File: src/psv_pkg.sv
// package: constants, states and carriers of the serial voltage programmer
// Operation
// - while idle the interface waits for a start condition and a 7-bit address.
// - the address is compared bit by bit and a mismatch drops the transfer.
// - the upper six address bits are fixed and bit one comes from the strap.
// - a grounded strap expects address bit one low, a strap at supply high.
// - the last address bit is the direction bit, zero write and one read.
// - only single send-byte writes are served and nothing is read back.
// - a matching address with direction bit zero is acknowledged by pulling data low in clock nine.
// - the core code maps to 0.7 V up to 1.475 V in 25 mV steps.
// - the card code maps to off, 1.8 V, 2.5 V or 3.0 V.
// - the battery output follows the io supply while enabled and good.
// - data bit five picks the core target when low and the card when high.
// - after power-up the core code means 1.3 V and the card code 0 V.
// - after a stop or a mismatch the bus clock is ignored until a start.
package psv_pkg;

    // ---------------------------------------------------------------
    // serial address and data layout
    // ---------------------------------------------------------------
    localparam logic [5:0] ADDR_HI = 6'h0A;
    localparam int TGT_BIT = 5;
    localparam logic [2:0] LAST_BIT = 3'h7;
    localparam logic [2:0] ADDR_TOP = 3'h6;

    // ---------------------------------------------------------------
    // voltage codes and levels in millivolts
    // ---------------------------------------------------------------
    localparam logic [4:0] CORE_RST = 5'h18;
    localparam logic [1:0] CARD_RST = 2'h0;
    localparam logic [10:0] CORE_BASE_MV = 11'h2BC;
    localparam logic [10:0] CORE_STEP_MV = 11'h019;
    localparam logic [11:0] CARD_OFF_MV = 12'h000;
    localparam logic [11:0] CARD_LO_MV = 12'h708;
    localparam logic [11:0] CARD_MID_MV = 12'h9C4;
    localparam logic [11:0] CARD_HI_MV = 12'hBB8;

    // ---------------------------------------------------------------
    // register map
    // ---------------------------------------------------------------
    localparam logic [7:0] OFS_CTRL = 8'h00;
    localparam logic [7:0] OFS_CORE = 8'h04;
    localparam logic [7:0] OFS_CARD = 8'h08;
    localparam logic [7:0] OFS_STAT = 8'h0C;
    localparam logic CTRL_RST = 1'b1;
    localparam logic [2:0] SIZE_WORD = 3'h2;

    typedef enum logic [2:0] {
        ST_IDLE = 3'b000,
        ST_ADDR = 3'b001,
        ST_ACK_A = 3'b011,
        ST_DATA = 3'b010,
        ST_ACK_D = 3'b110,
        ST_IGNORE = 3'b100
    } psv_state_t;

    typedef struct packed {
        logic core_we;
        logic card_we;
        logic [7:0] wdata;
    } psv_wr_t;

    typedef struct packed {
        psv_state_t state;
        logic strap;
        logic active;
        logic batt_io;
        logic [4:0] core;
        logic [1:0] card;
    } psv_stat_t;

endpackage

File: src/psv_sync.sv
// two-flop synchroniser for a group of pin levels
`timescale 1ns/1ns
`default_nettype none
module psv_sync #(
    parameter int W = 1,
    parameter logic [W-1:0] INIT = '0
) (
    input wire logic clk,
    input wire logic rst_n,
    input wire logic [W-1:0] d,
    output logic [W-1:0] q
);
    logic [W-1:0] meta;

    always_ff @(posedge clk or negedge rst_n) begin
        if (!rst_n) begin
            meta <= INIT;
            q <= INIT;
        end else begin
            meta <= d;
            q <= meta;
        end
    end
endmodule
`default_nettype wire

File: src/psv_ahb.sv
// ahb-lite slave holding control and giving access to the voltage codes
`timescale 1ns/1ns
`default_nettype none
module psv_ahb import psv_pkg::*; (
    input wire logic hclk,
    input wire logic hresetn,
    input wire logic hsel,
    input wire logic [31:0] haddr,
    input wire logic [1:0] htrans,
    input wire logic hwrite,
    input wire logic [2:0] hsize,
    input wire logic [31:0] hwdata,
    input wire logic hready,
    input wire psv_stat_t stat,
    output logic [31:0] hrdata,
    output logic hreadyout,
    output logic hresp,
    output psv_wr_t wr,
    output logic serial_en
);
    logic acc, rd_req, dp_wr, rd_pend;
    logic [7:0] dp_addr;
    logic [31:0] rd_val;

    // unmapped upper address bits or sub-word sizes are simply not served
    assign acc = hready & hsel & htrans[1] & (hsize == SIZE_WORD)
        & (haddr[31:8] == 24'h000000);
    assign rd_req = acc & ~hwrite;

    // ---------------------------------------------------------------
    // address phase capture; reads take one wait state
    // ---------------------------------------------------------------
    always_ff @(posedge hclk or negedge hresetn) begin
        if (!hresetn) begin
            dp_wr <= 1'b0;
            dp_addr <= 8'h00;
            rd_pend <= 1'b0;
            hreadyout <= 1'b1;
            hresp <= 1'b0;
        end else begin
            if (hready) begin
                dp_wr <= acc & hwrite;
                dp_addr <= haddr[7:0];
            end
            rd_pend <= rd_req;
            hreadyout <= ~rd_req;
            hresp <= 1'b0;
        end
    end

    // the wait state lets a preceding write land before the read samples
    always_comb begin
        case (dp_addr)
            OFS_CTRL: rd_val = {31'h0, serial_en};
            OFS_CORE: rd_val = {27'h0, stat.core};
            OFS_CARD: rd_val = {30'h0, stat.card};
            OFS_STAT: rd_val = {26'h0, stat.state, stat.strap, stat.active,
                stat.batt_io};
            default: rd_val = 32'h0;
        endcase
    end

    always_ff @(posedge hclk or negedge hresetn) begin
        if (!hresetn) begin
            hrdata <= 32'h0;
        end else if (rd_pend) begin
            hrdata <= rd_val;
        end
    end

    always_ff @(posedge hclk or negedge hresetn) begin
        if (!hresetn) begin
            serial_en <= CTRL_RST;
        end else if (dp_wr && dp_addr == OFS_CTRL) begin
            serial_en <= hwdata[0];
        end
    end

    assign wr.core_we = dp_wr & (dp_addr == OFS_CORE);
    assign wr.card_we = dp_wr & (dp_addr == OFS_CARD);
    assign wr.wdata = hwdata[7:0];
endmodule
`default_nettype wire

File: src/psv_top.sv
// two-wire send-byte slave programming core and card supply codes
//
// Decided for this implementation: register access over AHB-Lite and the placing of the registers.
`timescale 1ns/1ns
`default_nettype none
module psv_top import psv_pkg::*; (
    input wire logic hclk,
    input wire logic hresetn,
    input wire logic hsel,
    input wire logic [31:0] haddr,
    input wire logic [1:0] htrans,
    input wire logic hwrite,
    input wire logic [2:0] hsize,
    input wire logic [31:0] hwdata,
    input wire logic hready,
    output logic [31:0] hrdata,
    output logic hreadyout,
    output logic hresp,
    input wire logic scl_in,
    input wire logic sda_in,
    output logic sda_out,
    output logic sda_oe_n,
    input wire logic address_select_strap,
    input wire logic io_supply_enable,
    input wire logic io_supply_good,
    output logic [4:0] core_supply_code,
    output logic [10:0] core_supply_mv,
    output logic [1:0] card_supply_code,
    output logic [11:0] card_supply_mv,
    output logic battery_domain_from_io,
    output logic iface_active
);
    // ---------------------------------------------------------------
    // declarations
    // ---------------------------------------------------------------
    logic [4:0] pin_s;
    logic scl_s, sda_s, strap_s, io_en_s, io_good_s;
    logic scl_d, sda_d;
    logic start, stop, scl_rise, scl_fall;
    psv_state_t state, next_state;
    logic [2:0] bit_cnt;
    logic full;
    logic [7:0] shift;
    logic [6:0] exp_addr;
    logic lat;
    logic serial_en;
    psv_wr_t wr;
    psv_stat_t stat;

    // ---------------------------------------------------------------
    // pin synchronisers; bus lines idle high
    // ---------------------------------------------------------------
    psv_sync #(
        .W(5),
        .INIT(5'h18)
    ) u_sync (
        .clk(hclk),
        .rst_n(hresetn),
        .d({scl_in, sda_in, address_select_strap, io_supply_enable,
            io_supply_good}),
        .q(pin_s)
    );

    assign scl_s = pin_s[4];
    assign sda_s = pin_s[3];
    assign strap_s = pin_s[2];
    assign io_en_s = pin_s[1];
    assign io_good_s = pin_s[0];

    // ---------------------------------------------------------------
    // register bus
    // ---------------------------------------------------------------
    psv_ahb u_ahb (
        .hclk(hclk),
        .hresetn(hresetn),
        .hsel(hsel),
        .haddr(haddr),
        .htrans(htrans),
        .hwrite(hwrite),
        .hsize(hsize),
        .hwdata(hwdata),
        .hready(hready),
        .stat(stat),
        .hrdata(hrdata),
        .hreadyout(hreadyout),
        .hresp(hresp),
        .wr(wr),
        .serial_en(serial_en)
    );

    assign stat.state = state;
    assign stat.strap = strap_s;
    assign stat.active = iface_active;
    assign stat.batt_io = battery_domain_from_io;
    assign stat.core = core_supply_code;
    assign stat.card = card_supply_code;

    // ---------------------------------------------------------------
    // bus condition detection
    // ---------------------------------------------------------------
    always_ff @(posedge hclk or negedge hresetn) begin
        if (!hresetn) begin
            scl_d <= 1'b1;
            sda_d <= 1'b1;
        end else begin
            scl_d <= scl_s;
            sda_d <= sda_s;
        end
    end

    assign start = scl_s & scl_d & sda_d & ~sda_s;
    assign stop = scl_s & scl_d & ~sda_d & sda_s;
    assign scl_rise = scl_s & ~scl_d;
    assign scl_fall = ~scl_s & scl_d;

    // only bit one of the address follows the strap
    assign exp_addr = {ADDR_HI, strap_s};

    // ---------------------------------------------------------------
    // transfer state machine
    // ---------------------------------------------------------------
    always_comb begin
        next_state = state;
        if (!serial_en) begin
            next_state = ST_IDLE;
        end else if (start) begin
            next_state = ST_ADDR;
        end else if (stop) begin
            next_state = ST_IDLE;
        end else begin
            case (state)
                ST_IDLE: begin
                    next_state = ST_IDLE;
                end
                ST_ADDR: begin
                    if (scl_rise && bit_cnt != LAST_BIT &&
                        sda_s != exp_addr[ADDR_TOP - bit_cnt]) begin
                        next_state = ST_IGNORE;
                    end else if (scl_rise && bit_cnt == LAST_BIT &&
                        sda_s) begin
                        next_state = ST_IGNORE;
                    end else if (scl_fall && full) begin
                        next_state = ST_ACK_A;
                    end
                end
                ST_ACK_A: begin
                    if (scl_fall) begin
                        next_state = ST_DATA;
                    end
                end
                ST_DATA: begin
                    if (scl_fall && full) begin
                        next_state = ST_ACK_D;
                    end
                end
                ST_ACK_D: begin
                    // a single byte per transfer; later bytes get no ack
                    if (scl_fall) begin
                        next_state = ST_IGNORE;
                    end
                end
                ST_IGNORE: begin
                    next_state = ST_IGNORE;
                end
                default: begin
                    next_state = ST_IDLE;
                end
            endcase
        end
    end

    always_ff @(posedge hclk or negedge hresetn) begin
        if (!hresetn) begin
            state <= ST_IDLE;
        end else begin
            state <= next_state;
        end
    end

    // ---------------------------------------------------------------
    // bit counter and shift register
    // ---------------------------------------------------------------
    always_ff @(posedge hclk or negedge hresetn) begin
        if (!hresetn) begin
            bit_cnt <= 3'h0;
            full <= 1'b0;
            shift <= 8'h00;
        end else if (start || (state != ST_ADDR && state != ST_DATA)) begin
            bit_cnt <= 3'h0;
            full <= 1'b0;
        end else if (scl_rise) begin
            shift <= {shift[6:0], sda_s};
            bit_cnt <= bit_cnt + 3'h1;
            full <= (bit_cnt == LAST_BIT);
        end
    end

    // ---------------------------------------------------------------
    // voltage codes; the serial byte wins over a bus write
    // ---------------------------------------------------------------
    assign lat = (state == ST_DATA) && (next_state == ST_ACK_D);

    always_ff @(posedge hclk or negedge hresetn) begin
        if (!hresetn) begin
            core_supply_code <= CORE_RST;
            card_supply_code <= CARD_RST;
        end else if (lat) begin
            if (shift[TGT_BIT]) begin
                card_supply_code <= shift[1:0];
            end else begin
                core_supply_code <= shift[4:0];
            end
        end else begin
            if (wr.core_we) begin
                core_supply_code <= wr.wdata[4:0];
            end
            if (wr.card_we) begin
                card_supply_code <= wr.wdata[1:0];
            end
        end
    end

    always_ff @(posedge hclk or negedge hresetn) begin
        if (!hresetn) begin
            core_supply_mv <= 11'h000;
        end else begin
            core_supply_mv <= CORE_BASE_MV
                + CORE_STEP_MV * {6'h00, core_supply_code};
        end
    end

    always_ff @(posedge hclk or negedge hresetn) begin
        if (!hresetn) begin
            card_supply_mv <= CARD_OFF_MV;
        end else begin
            case (card_supply_code)
                2'h0: card_supply_mv <= CARD_OFF_MV;
                2'h1: card_supply_mv <= CARD_LO_MV;
                2'h2: card_supply_mv <= CARD_MID_MV;
                default: card_supply_mv <= CARD_HI_MV;
            endcase
        end
    end

    // ---------------------------------------------------------------
    // battery source selector and pin outputs
    // ---------------------------------------------------------------
    always_ff @(posedge hclk or negedge hresetn) begin
        if (!hresetn) begin
            battery_domain_from_io <= 1'b0;
        end else begin
            battery_domain_from_io <= io_en_s & io_good_s;
        end
    end

    // data is only ever pulled low, so the driven level is a constant
    always_ff @(posedge hclk or negedge hresetn) begin
        if (!hresetn) begin
            sda_out <= 1'b0;
            sda_oe_n <= 1'b1;
            iface_active <= 1'b0;
        end else begin
            sda_out <= 1'b0;
            sda_oe_n <= ~(next_state == ST_ACK_A ||
                next_state == ST_ACK_D);
            iface_active <= (next_state != ST_IDLE &&
                next_state != ST_IGNORE);
        end
    end
endmodule
`default_nettype wire

File: config.mk
export PLATFORM = sky130hd
export DESIGN_NAME = psv_top
export DESIGN_NICKNAME = d
export VERILOG_FILES = /design/src/psv_pkg.sv /design/src/psv_sync.sv /design/src/psv_ahb.sv /design/src/psv_top.sv
export SDC_FILE = /design/constraint.sdc
export NUM_CORES = 1
export LEC_CHECK = 0
export BUFFER_PORTS_ARGS = -buffer_cell sky130_fd_sc_hd__buf_2
export CORE_MARGIN = 2
export CORE_UTILIZATION = 25
export DETAILED_ROUTE_END_ITERATION = 10
export GPL_TIMING_DRIVEN = 0
export PLACE_DENSITY = 0.52
export SYNTH_ARGS = -nofsm -noshare
export SYNTH_HDL_FRONTEND = slang
export SYNTH_SLANG_ARGS = --single-unit
File: constraint.sdc
create_clock -name hclk -period 6.95 [get_ports hclk]
set_input_delay 0.3475 -clock hclk [delete_from_list [all_inputs] [get_ports hclk]]
set_output_delay 0.3475 -clock hclk [all_outputs]
set_load 0.03 [all_outputs]
* Word level (Yosys, flattened, before mapping)
Cells that the tools add are included.
** Word-level totals
- Input port bits :: 79
- Bits in registers :: 102
- Output and inout port bits :: 68
- Logic and storage cells :: 116
** Cells by class
- Reductions and logical operators :: 21
- Eq/ne operators :: 21
- Bitwise logic cells :: 24
- Mux-type cells :: 24
- Order comparisons :: 1
- Multipliers :: 1
- $add $sub $neg :: 3
** Operators by type and width (number)
- $pmux 12 s3 :: 1
- $mux 3 :: 11
- $logic_not 24->1 :: 1
- $pmux 6 s4 :: 1
- $and 1x1->1 :: 16
- $eq 8x4->1 const B :: 2
- $mux 5 :: 3
- $pmux 3 s5 :: 1
- $eq 3x2->1 const B :: 4
- $eq 3x3->1 const B :: 4
- $add 10x10->11 const A :: 1
- $mul 5x5->10 const A :: 1
- $logic_and 1x1->1 :: 9
- $eq 8x3->1 const B :: 1
- $logic_not 8->1 :: 1
- $not 1->1 :: 8
- $mux 2 :: 3
- $ne 3x3->1 const B :: 2
- $reduce_and 2->1 :: 3
- $reduce_bool 2->1 :: 3
- $lt 3x4->1 const B :: 1
- $ne 2x2->1 const B :: 2
- $add 3x1->3 const B :: 1
- $bmux 1 s3 :: 1
- other kinds (11) :: 14

* Logic depth before layout (Yosys ltp)
Gate-level depths: netlist of run 1.
- Depth in word-level cells :: 14
- Gate-level depth with buffers :: 11
- Gate-level depth less buffers :: 11

* Hierarchy
From an unflattened synthesis of run 1, not the netlist that was laid out.
** Unflattened totals
- Cells, all modules :: 312
- Area, all modules :: 3607.2 sq um
** Modules (own cells, without submodules)
- psv_top :: sequential area each 1057.3 sq um, area each 2182.1 sq um, instances 1, cells an instance 190
- psv_ahb :: sequential area each 452.9 sq um, area each 1169.9 sq um, instances 1, cells an instance 112
- psv_sync :: sequential area each 255.2 sq um, area each 255.2 sq um, instances 1, cells an instance 10

* Worst setup path before layout of run 1
No wires, ideal clock.
- Kind :: reg2reg
- Start :: register core_supply_code[2]
- End :: register core_supply_mv[10]
- Arrival :: 2875 ps
- Setup slack :: 3996 ps
- Buffers on the path :: 0
- Required time :: 6871 ps
- Stages on the path, launching flop included :: 12
- Library setup time :: 79 ps
- Clock period less this slack :: 2954 ps
- Cell sequence :: dfrtp_1 > ha_1 > inv_1 > ha_1 > fa_1 > inv_1 > fa_1 > a21o_1 > a21oi_1 > nor3b_1 > nor2_1 > xor2_1
** Between the ends
- Longest elaborated chain between the ends :: 2
** RTL lines
- from (decl) :: line psv_top.sv:26 : output logic [4:0] core_supply_code,
- from (signal assigned) :: line psv_top.sv:211 : core_supply_code <= shift[4:0];
- from (signal assigned) :: line psv_top.sv:215 : core_supply_code <= wr.wdata[4:0];
- $mul 5x5->10 :: line psv_top.sv:228 : + CORE_STEP_MV * {6'h00, core_supply_code};
- $add 10x10->11 :: line psv_top.sv:228
- to (signal assigned) :: line psv_top.sv:227 : core_supply_mv <= CORE_BASE_MV
- to (decl) :: line psv_top.sv:27 : output logic [10:0] core_supply_mv,
Every way passes these cells.
A chain may end at the register's enable or synchronous reset.

* Final worst setup path of run 1
- Start :: register core_supply_code[0]
- End :: register core_supply_mv[10]
The elaborated chain is that of the path after synthesis.

==> metrics, run 1 <==
TritonCTS Buffers=9; Finished Cell Area=4540 sq um; Core Region=13700 sq um; Die Y=122 um; Critical Path End Type=flop; startpoint class of the critical path=flop; max-cap viol count=0; Switch Pwr=250 uW; cts hold-fix bufs=0; final wirelength=7.17 mm; clock power share=0.437; post-cts gate resize count=0; vias in the first global route=2447; total gr overflow=0; ys async rst share=1.00; placer congestion estimate=0.720; Die X-Extent=122 um; CTS max path bufs=2; crit path launch=core_supply_code[0]$_DFFE_PN0P_; worst slew pin tran=0.867 ns; fin. max-slew vios=0; vias per cell=4.10; detailed placer's ending HPWL=5.61 mm; Post-CTS Setup Bufs=0; DR iter-0 viols=76; ANT cells=0; TritonRoute pass-1 iters=4; Data required, critical path=7.20 ns; largest net degree at the start of global routing=71; detailed-route DRC error count=0; first-pass GRT wire length=11.7 mm; Port Buffer Count=87; H-tree depth=3; YS warnings=0; GRT Overall Usage=0.102; FF+latch count, synth=70; clk_skew=0.00836 ns; Syn Area/Cell=11.6 sq um; power density over the cells=214 nW/um^2; Initial Util=0.254; Final Critical Period=3.04 ns; max frequency=329 MHz; Internal=721 uW; Antenna Violating Nets Remaining=0; initial antenna violation count=0; Reg clk slew, reported paths=0.06 ns; Avg WL per Cell=11.7 um; placed cell count=595; final setup violation count=0; die area=14900 sq um; CTS tree=yes; Non-Filler Instances=611; vias after detailed routing=2506; Hold Path Class=in -> reg; Synth cell types=52; Fillers=1406; Reg area=1770 sq um; hold_sp=io_supply_good; cells after synthesis=299; CP Max Fanout=6; Top FF cell, synth=dfrtp_1; Root Driver=clkbuf_16; area growth from synthesis to layout=30.4%; sequential share of the synthesized area=0.508; Nets=530; Flop pwr share=0.447; outcome=finished clean; worst skew pair latency=0.33 ns; Fin. Hold Viols=0; Setup Crit Path Kind=reg -> reg; DP Area=4250 sq um; fin crit share=0.437; RSZ-0062 raised after global routing=false; setup TNS=0 ns; Logic pwr share=0.116; clock sink count=70; fin util=0.331; switching share of power=0.257; Rows=43; reg2reg start=core_supply_code[0]$_DFFE_PN0P_; Post-synth EDFFs=0; IR drop worst, VDD=0.142 mV; Ports=147; Mapped Area=3480 sq um; area of the multi-input gates=1410 sq um; Slew HR=0.422; Lkg Pwr=2.34 nW; Crit path arrival time=3.29 ns; share of cells above drive strength 1=0.401
registers in the layout, summed over array words and instances (netlist names), 2 cells and up:
signal            flops
bit_cnt               3
card_supply_code      2
card_supply_mv        6
core_supply_code      5
core_supply_mv       11
shift                 6
state                 3
u_ahb.dp_addr         8
u_ahb.hrdata          6
u_sync.meta           5
u_sync.q              5
power by group through the flow:
stage,Clock [mW],Sequential (mW),Combinational [mW]
4_1_cts,0.439,0.434,0.115
5_1_grt,0.455,0.436,0.123
2_1_floorplan,0,0.452,0.0651
6_report,0.424,0.434,0.113
3_5_place_dp,0,0.441,0.114
3_3_place_gp,0,0.441,0.112
stage by stage:
| stage | setup WS (ns) | power [mW] | hold slack (ns) |
|---|---|---|---|
| 2_1_floorplan | 4.00 | 0.517 | 0.0519 |
| 3_3_place_gp | 3.94 | 0.553 | 0.333 |
| 3_5_place_dp | 3.91 | 0.555 | 0.337 |
| 4_1_cts | 3.87 | 0.988 | 0.104 |
| 5_1_grt | 3.77 | 1.01 | 0.0986 |
| 6_report | 3.91 | 0.971 | 0.119 |
final cells by class:
class,count,area share
clock inverters,6,0.0102
repair buffers,87,0.0966
inverters,29,0.0240
well taps,180,0.0497
flip-flops and latches,70,0.389
clock buffers,10,0.0527
plain buffers,41,0.0659
multi-input cells,188,0.312
final timing paths:
path                                                endpoint  slack [ns]  depth (start not counted)
max in group asynchronous        card_supply_mv[5]$_DFF_PN0_        6.25                          1
worst max register to register  core_supply_mv[10]$_DFF_PN0_        3.91                         10
worst max-delay path            core_supply_mv[10]$_DFF_PN0_        3.91                         10
worst min register to register         u_sync.q[0]$_DFF_PN0_        0.36                          0
min in group asynchronous               shift[3]$_DFFE_PN0P_        0.14                          1
worst min-delay path                u_sync.meta[0]$_DFF_PN0_        0.12                          1
cells in the mapped netlist (all sizes together), types with 2 or more instances:
cell type | n | share of area
nor3b | 2 | 0.0043
o31ai | 5 | 0.011
fa | 5 | 0.029
buf | 35 | 0.077
nand4 | 2 | 0.0036
inv | 29 | 0.031
nor4 | 6 | 0.011
dfstp | 11 | 0.083
dfrtp | 59 | 0.42
nand2b | 5 | 0.0090
nor2b | 3 | 0.0054
nor2 | 13 | 0.015
or4 | 2 | 0.0054
a22o | 3 | 0.0079
ha | 20 | 0.072
a22oi | 4 | 0.0086
nand3 | 4 | 0.0058
mux2 | 16 | 0.052
a21o | 6 | 0.013
xnor2 | 2 | 0.0050
o21ai | 5 | 0.0072
nor3 | 4 | 0.0058
nand2 | 10 | 0.011
a31oi | 2 | 0.0036
mux2i | 3 | 0.0086
o22ai | 8 | 0.014
xor2 | 5 | 0.013
a21oi | 6 | 0.0086
clkbuf | 6 | 0.0094
cell usage in the layout, fill, tap and decap left out, types with 3 or more instances in the layout:
cell type  Yosys  routed
buf_4         34      35
nor3_1         4       4
fa_1           5       5
dfrtp_1       59      59
o22ai_1        8       8
inv_1         29      29
nor4_1         6       6
nor2b_1        3       3
dfstp_2       11      11
a21o_1         6       6
buf_2          0      86
conb_1         1      30
a22oi_1        4       4
clkbuf_1       5       5
nand3_1        4       4
ha_1          20      20
o31ai_1        5       5
nand2_1       10      10
a21oi_1        6       6
xor2_1         5       5
nand2b_1       5       5
nor2_1        11      11
mux2i_1        3       3
mux2_2        16      16
clkbuf_16      0       9
o21ai_0        5       5
cell families (layout without fill, tap and decap cells):
group / Yosys count / count (layout) / synth area share
AO/OA/AOI/OAI: 46 / 46 / 0.0917
flip-flops: 70 / 70 / 0.508
AND/OR/NAND/NOR: 60 / 60 / 0.0971
adder cells (fa/ha/maj): 25 / 25 / 0.101
buffers and inverters: 70 / 173 / 0.117
other: 1 / 30 / 0.00108
XOR/XNOR: 7 / 7 / 0.0176
multiplexers: 20 / 20 / 0.0669
layer usage:
layer  GRT usage  routed length [um]  vias up
met5           0                   0        -
li1            -                   -     1225
met1       0.125                3130     1170
met3      0.0323                 634        9
met2       0.165                3280      102
met4      0.0409                 123        0
critical path, stage by stage (launching register included):
cell,delay (ns)
dfrtp_1,0.46
ha_1,0.34
fa_1,0.46
ha_1,0.32
ha_1,0.23
fa_1,0.40
a21o_1,0.19
a21oi_1,0.22
nor3b_1,0.08
nor2_1,0.12
xor2_1,0.15
Note: power is estimated with default switching activity, not from simulation.
==> run 2: changes to the inputs <==
==> constraint.sdc (replaced) <==
create_clock -name hclk -period 3.2 [get_ports hclk]
set_input_delay 0.16 -clock hclk [delete_from_list [all_inputs] [get_ports hclk]]
set_output_delay 0.16 -clock hclk [all_outputs]
set_load 0.03 [all_outputs]
==> metrics, run 2 (synthesized netlist as in run 1, its figures left out) <==
Worst Reg-to-Reg Cells=10 (unchanged); GRT met3 Usage=0.0323 (unchanged); Setup Crit Path Kind=reg -> reg; IR drop worst, VDD=0.319 mV (+120%); first-pass GRT wire length=11.8 mm (+0.53%); Avg WL per Cell=11.8 um (+0.41%); vias per cell=4.09 (-0.18%); most frequent CP cell=ha_1; Critical Path End Type=flop; DP Area=4250 sq um (unchanged); Die X-Extent=122 um (unchanged); pre-CTS WS=0.155 ns (-3.75 ns); fin. max-slew vios=0 (unchanged); clk_skew=0.00739 ns (-0.000970 ns); R2R Setup Slk=0.16 ns (-3.75 ns); outcome=finished clean; Initial Util=0.254 (unchanged); Fin. Hold Viols=0 (unchanged); detailed-route DRC error count=0 (unchanged); detailed placer's ending HPWL=5.61 mm (unchanged); reg2reg start=core_supply_code[0]$_DFFE_PN0P_; FF-to-FF End=core_supply_mv[10]$_DFF_PN0_; Rows=43 (unchanged); worst skew pair latency=0.33 ns (about the same); Largest Register=core_supply_mv; die area=14900 sq um (unchanged); GRT Overall Usage=0.102 (+0.000696); Die Y=122 um (unchanged); final wirelength=7.27 mm (+1.4%); Final Critical Period=3.04 ns (-0.00139 ns); Port Buffer Count=87 (unchanged); placer congestion estimate=0.720 (unchanged); commonest non-fill, non-tap cells in the layout=buf_2 (86), dfrtp_1 (59), buf_4 (35), conb_1 (30), inv_1 (29); DR iter-0 viols=83 (+9.2%); worst slew pin tran=0.875 ns (+0.00796 ns); Fillers=1402 (-0.28%); Slew HR=0.417 (-0.00531); met2 usage=0.168 (+0.00279); max frequency=329 MHz (about the same); largest net degree at the start of global routing=71 (unchanged); power density over the cells=461 nW/um^2 (+120%); placed cell count=595 (unchanged); met1 Usage GRT=0.125 (-0.000296); Nets=536 (+1.1%); Root Driver=clkbuf_16; fin crit share=0.949 (+0.512); CTS tree=yes; Reg area=1770 sq um (unchanged); Data required, critical path=3.45 ns (-3.75 ns); TritonCTS Buffers=9 (unchanged); total gr overflow=0 (unchanged); share of cells above drive strength 1=0.396 (-0.00551); H-tree depth=3 (unchanged); crit-path max cell delay=0.46 ns (about the same); vias after detailed routing=2526 (+0.80%); sink of the worst hold path=u_ahb.dp_addr[6]$_DFFE_PN0P_; max reg flops=11 (unchanged); area growth from synthesis to layout=32.1%; final worst-path setup slack=0.163 ns (-3.75 ns); Ports=147 (unchanged); startpoint class of the critical path=flop; Crit path arrival time=3.29 ns (about the same); CP cell instances=ha_1, fa_1, ha_1, ha_1, fa_1, a21o_1, a21oi_1, nor3b_1, nor2_1, xor2_1; TritonRoute pass-1 iters=4 (unchanged); most crowded layer after global routing=met2; Lkg Pwr=2.36 nW (+1.1%); slowest CP cell=dfrtp_1; hold_sp=haddr[6]; ANT cells=0 (unchanged); max-cap viol count=0 (unchanged); Non-Filler Instances=617 (+0.98%); Largest regs=core_supply_mv: 11 flops, u_ahb.dp_addr: 8 flops; hold path cells=2 (+1); RSZ-0062 raised after global routing=false; commonest non-fill, non-tap cell in the layout=buf_2; CP Max Fanout=6 (unchanged); Hold Path Class=in -> reg; initial antenna violation count=0 (unchanged); Reg clk slew, reported paths=0.06 ns (about the same); area of the multi-input gates=1410 sq um (unchanged); vias in the first global route=2467 (+0.82%); post-cts gate resize count=0 (unchanged); Core Region=13700 sq um (unchanged); Antenna Violating Nets Remaining=0 (unchanged); CTS max path bufs=2 (unchanged); clock sink count=70 (unchanged); final setup violation count=0 (unchanged); Finished Cell Area=4600 sq um (+1.3%); setup TNS=0 ns (unchanged)
run 2: cell types whose count changed in the layout (fill, tap and decap cells not counted):
cell / delta
dlygate4sd3_1: +6
run 2: what timing repair did:
action | in CTS | in global routing
buffers inserted | 0 | 0
hold endpoints to repair | 41 | 0
hold buffers | 6 | 0
run 2: how the worst max path moves through the flow:
stage                                     from                      endpoint  cells after the start
6_report       core_supply_code[0]$_DFFE_PN0P_  core_supply_mv[10]$_DFF_PN0_                     10
5_1_grt        core_supply_code[4]$_DFFE_PN1P_  core_supply_mv[10]$_DFF_PN0_                     10
4_1_cts        core_supply_code[4]$_DFFE_PN1P_  core_supply_mv[10]$_DFF_PN0_                     10
3_5_place_dp   core_supply_code[0]$_DFFE_PN0P_  core_supply_mv[10]$_DFF_PN0_                     10
3_3_place_gp   core_supply_code[0]$_DFFE_PN0P_  core_supply_mv[10]$_DFF_PN0_                     10
2_1_floorplan  core_supply_code[2]$_DFFE_PN0P_  core_supply_mv[10]$_DFF_PN0_                     11
run 2: layout make-up:
class / instances / area share
flip-flops and latches: 70 / 0.384
multi-input cells: 188 / 0.308
repair buffers: 93 / 0.108
plain buffers: 41 / 0.0651
clock buffers: 10 / 0.0520
well taps: 180 / 0.0490
inverters: 29 / 0.0237
clock inverters: 6 / 0.0101
run 2: metrics by stage:
step	hold slack [ns]	total power [mW]	utilization
CTS	0.0466	2.15	0.335
finish	0.0570	2.12	0.335
global route	0.0527	2.21	0.335
detailed placement	0.269	1.21	0.310
global placement	0.270	1.20	0.310
floorplan	-0.136	1.12	-
run 2: critical path, delay by kind of cell, from the launching register on:
kind            cells  cell delay, ns
simple gates        2            0.20
flops               1            0.46
fa+ha+maj           5            1.75
compound gates      2            0.41
xor+xnor            1            0.15
run 2: layer usage:
layer | vias up | share of wire
met3 | 9 | 0.083
li1 | 1235 | -
met1 | 1186 | 0.43
met2 | 96 | 0.47
met5 | - | 0
met4 | 0 | 0.017
run 2: report_power, final:
part	internal (mW)	switching, mW	total (mW)	leakage (nW)
clock	0.549	0.376	0.924	0.135
combinational	0.101	0.150	0.251	1.36
sequential	0.922	0.0206	0.942	0.871
==> run 3: changes to the inputs <==
--- a/config.mk
+++ b/config.mk
@@ -10,7 +10,7 @@
 export CORE_UTILIZATION = 25
 export DETAILED_ROUTE_END_ITERATION = 10
 export GPL_TIMING_DRIVEN = 0
-export PLACE_DENSITY = 0.52
+export PLACE_DENSITY = 0.46
 export SYNTH_ARGS = -nofsm -noshare
 export SYNTH_HDL_FRONTEND = slang
 export SYNTH_SLANG_ARGS = --single-unit
==> metrics, run 3 (synthesized netlist as in run 1, its figures left out) <==
clk_skew=0.00830 ns (+0.000913 ns); fin crit share=0.930 (-0.0191); placed cell count=596 (+0.17%); Data required, critical path=3.46 ns (about the same); Rows=43 (unchanged); Nets=537 (+0.19%); power density over the cells=493 nW/um^2 (+6.9%); Fin. Hold Viols=0 (unchanged); Worst Reg-to-Reg Cells=10 (unchanged); buffers and inverters on the worst path=1 (+1); IR drop worst, VDD=0.237 mV (-25%); final worst-path setup slack=0.224 ns (+0.0611 ns); Finished Cell Area=4680 sq um (+1.8%); crit-path max cell delay=0.61 ns (+0.15 ns); Largest regs=core_supply_mv: 11 flops, u_ahb.dp_addr: 8 flops; Flop pwr share=0.408 (-0.037); Port Buffer Count=87 (unchanged); Slew HR=0.533 (+0.116); max-cap viol count=0 (unchanged); CP top delay family=adder cells; Non-Filler Instances=618 (+0.16%); commonest non-fill, non-tap cells in the layout=buf_2 (86), dfrtp_1 (56), buf_4 (35), conb_1 (30), inv_1 (29); Switch Pwr=555 uW (+1.6%); Ports=147 (unchanged); RSZ-0062 raised after global routing=false; Reg clk slew, reported paths=0.06 ns (about the same); fin util=0.341 (+0.00611); clock power share=0.482 (+0.046); vias after detailed routing=2465 (-2.4%); startpoint class of the critical path=flop; area growth from synthesis to layout=34.5%; Die X-Extent=122 um (unchanged); vias in the first global route=2421 (-1.9%); Largest Register=core_supply_mv; TritonCTS Buffers=9 (unchanged); Lkg Pwr=2.40 nW (+1.5%); crit path capture=core_supply_mv[10]$_DFF_PN0_; CTS tree=yes; slowest CP cell=dfstp_2; share of cells above drive strength 1=0.406 (+0.0105); pre-CTS WS=0.124 ns (-0.0315 ns); CTS max path bufs=2 (unchanged); detailed placer's ending HPWL=5.61 mm (about the same); H-tree depth=3 (unchanged); Pwr Total=2.31 mW (+8.9%); Avg WL per Cell=12.0 um (+1.5%); fin. max-slew vios=0 (unchanged); worst skew pair latency=0.34 ns (about the same); switching share of power=0.241 (-0.0172); Core Region=13700 sq um (unchanged); die area=14900 sq um (unchanged); Internal=1.75 mW (+11%); CP Max Fanout=5 (-1); FF-to-FF End=core_supply_mv[10]$_DFF_PN0_; ANT cells=0 (unchanged); Crit. path cell count=10 (unchanged); total gr overflow=0 (unchanged); DP Area=4280 sq um (+0.65%); Fillers=1415 (+0.93%); setup TNS=0 ns (unchanged); Logic pwr share=0.110 (-0.009); CP cell instances=inv_1, fa_1, ha_1, ha_1, fa_1, a21o_1, a21oi_2, nor3b_1, nor2_1, xor2_1; final setup violation count=0 (unchanged); vias per cell=3.99 (-2.6%); DR iter-0 viols=108 (+30%); worst slew pin tran=0.699 ns (-0.177 ns); largest net degree at the start of global routing=71 (unchanged); max frequency=336 MHz (+2.1%); crit path launch=core_supply_code[4]$_DFFE_PN1P_; outcome=finished clean; Critical Path End Type=flop; final wirelength=7.40 mm (+1.7%); Antenna Violating Nets Remaining=0 (unchanged); Initial Util=0.254 (unchanged); clock sink count=70 (unchanged); TritonRoute pass-1 iters=4 (unchanged); R2R Setup Slk=0.22 ns (+0.06 ns); commonest non-fill, non-tap cell in the layout=buf_2; Die Y=122 um (unchanged); Crit path arrival time=3.23 ns (-0.06 ns); max reg flops=11 (unchanged); detailed-route DRC error count=0 (unchanged); reg2reg start=core_supply_code[4]$_DFFE_PN1P_; Setup Crit Path Kind=reg -> reg; first-pass GRT wire length=12.0 mm (+2.3%); GRT Overall Usage=0.107 (+0.00481); Hold Path Class=in -> reg; worst hold slack=0.0507 ns (-0.00629 ns); Root Driver=clkbuf_16; placer congestion estimate=0.799 (+11%); Final Critical Period=2.98 ns (-0.0611 ns); initial antenna violation count=0 (unchanged)
==> run 3: area by class of cell <==
class	instances	area, sq um	area share
clock inverter	5	81.3	0.0174
multi-input combinational	188	1420	0.303
clock buffer	11	253	0.0540
tap	180	225	0.0481
sequential	70	1770	0.378
buffer	41	299	0.0639
timing repair buffer	94	526	0.112
inverter	29	109	0.0233
==> run 3: power by group through the flow <==
stage	clock network (mW)	logic, mW	registers, mW
floorplan	0	0.141	0.981
global placement	0	0.243	0.957
detailed placement	0	0.250	0.958
CTS	1.14	0.256	0.942
global route	1.18	0.279	0.946
finish	1.11	0.254	0.941
==> run 3: timing repair <==
action	4_1_cts	5_1_grt
gates resized for setup	0	4
endpoints found under the setup margin	0	1
buffers inserted	0	0
hold buffers	6	0
hold endpoints to repair	64	0
==> run 3: worst min path at each step <==
stage              from                          endpoint  slack, ns  cells past startpoint
6_report       haddr[2]      u_ahb.dp_addr[2]$_DFFE_PN0P_       0.05                      2
2_1_floorplan   hresetn  battery_domain_from_io$_DFF_PN0_      -0.14                      0
3_3_place_gp     scl_in          u_sync.meta[4]$_DFF_PN1_       0.27                      1
4_1_cts        haddr[2]      u_ahb.dp_addr[2]$_DFFE_PN0P_       0.03                      2
3_5_place_dp    hresetn      core_supply_mv[10]$_DFF_PN0_       0.21                      2
5_1_grt        haddr[2]      u_ahb.dp_addr[2]$_DFFE_PN0P_       0.04                      2
==> run 3: routing by layer <==
layer,vias to the layer above,global-route usage,wire (um)
li1,1231,-,-
met1,1160,0.122,3150
met4,0,0.0524,184
met2,61,0.180,3710
met5,-,0,0
met3,13,0.0351,354
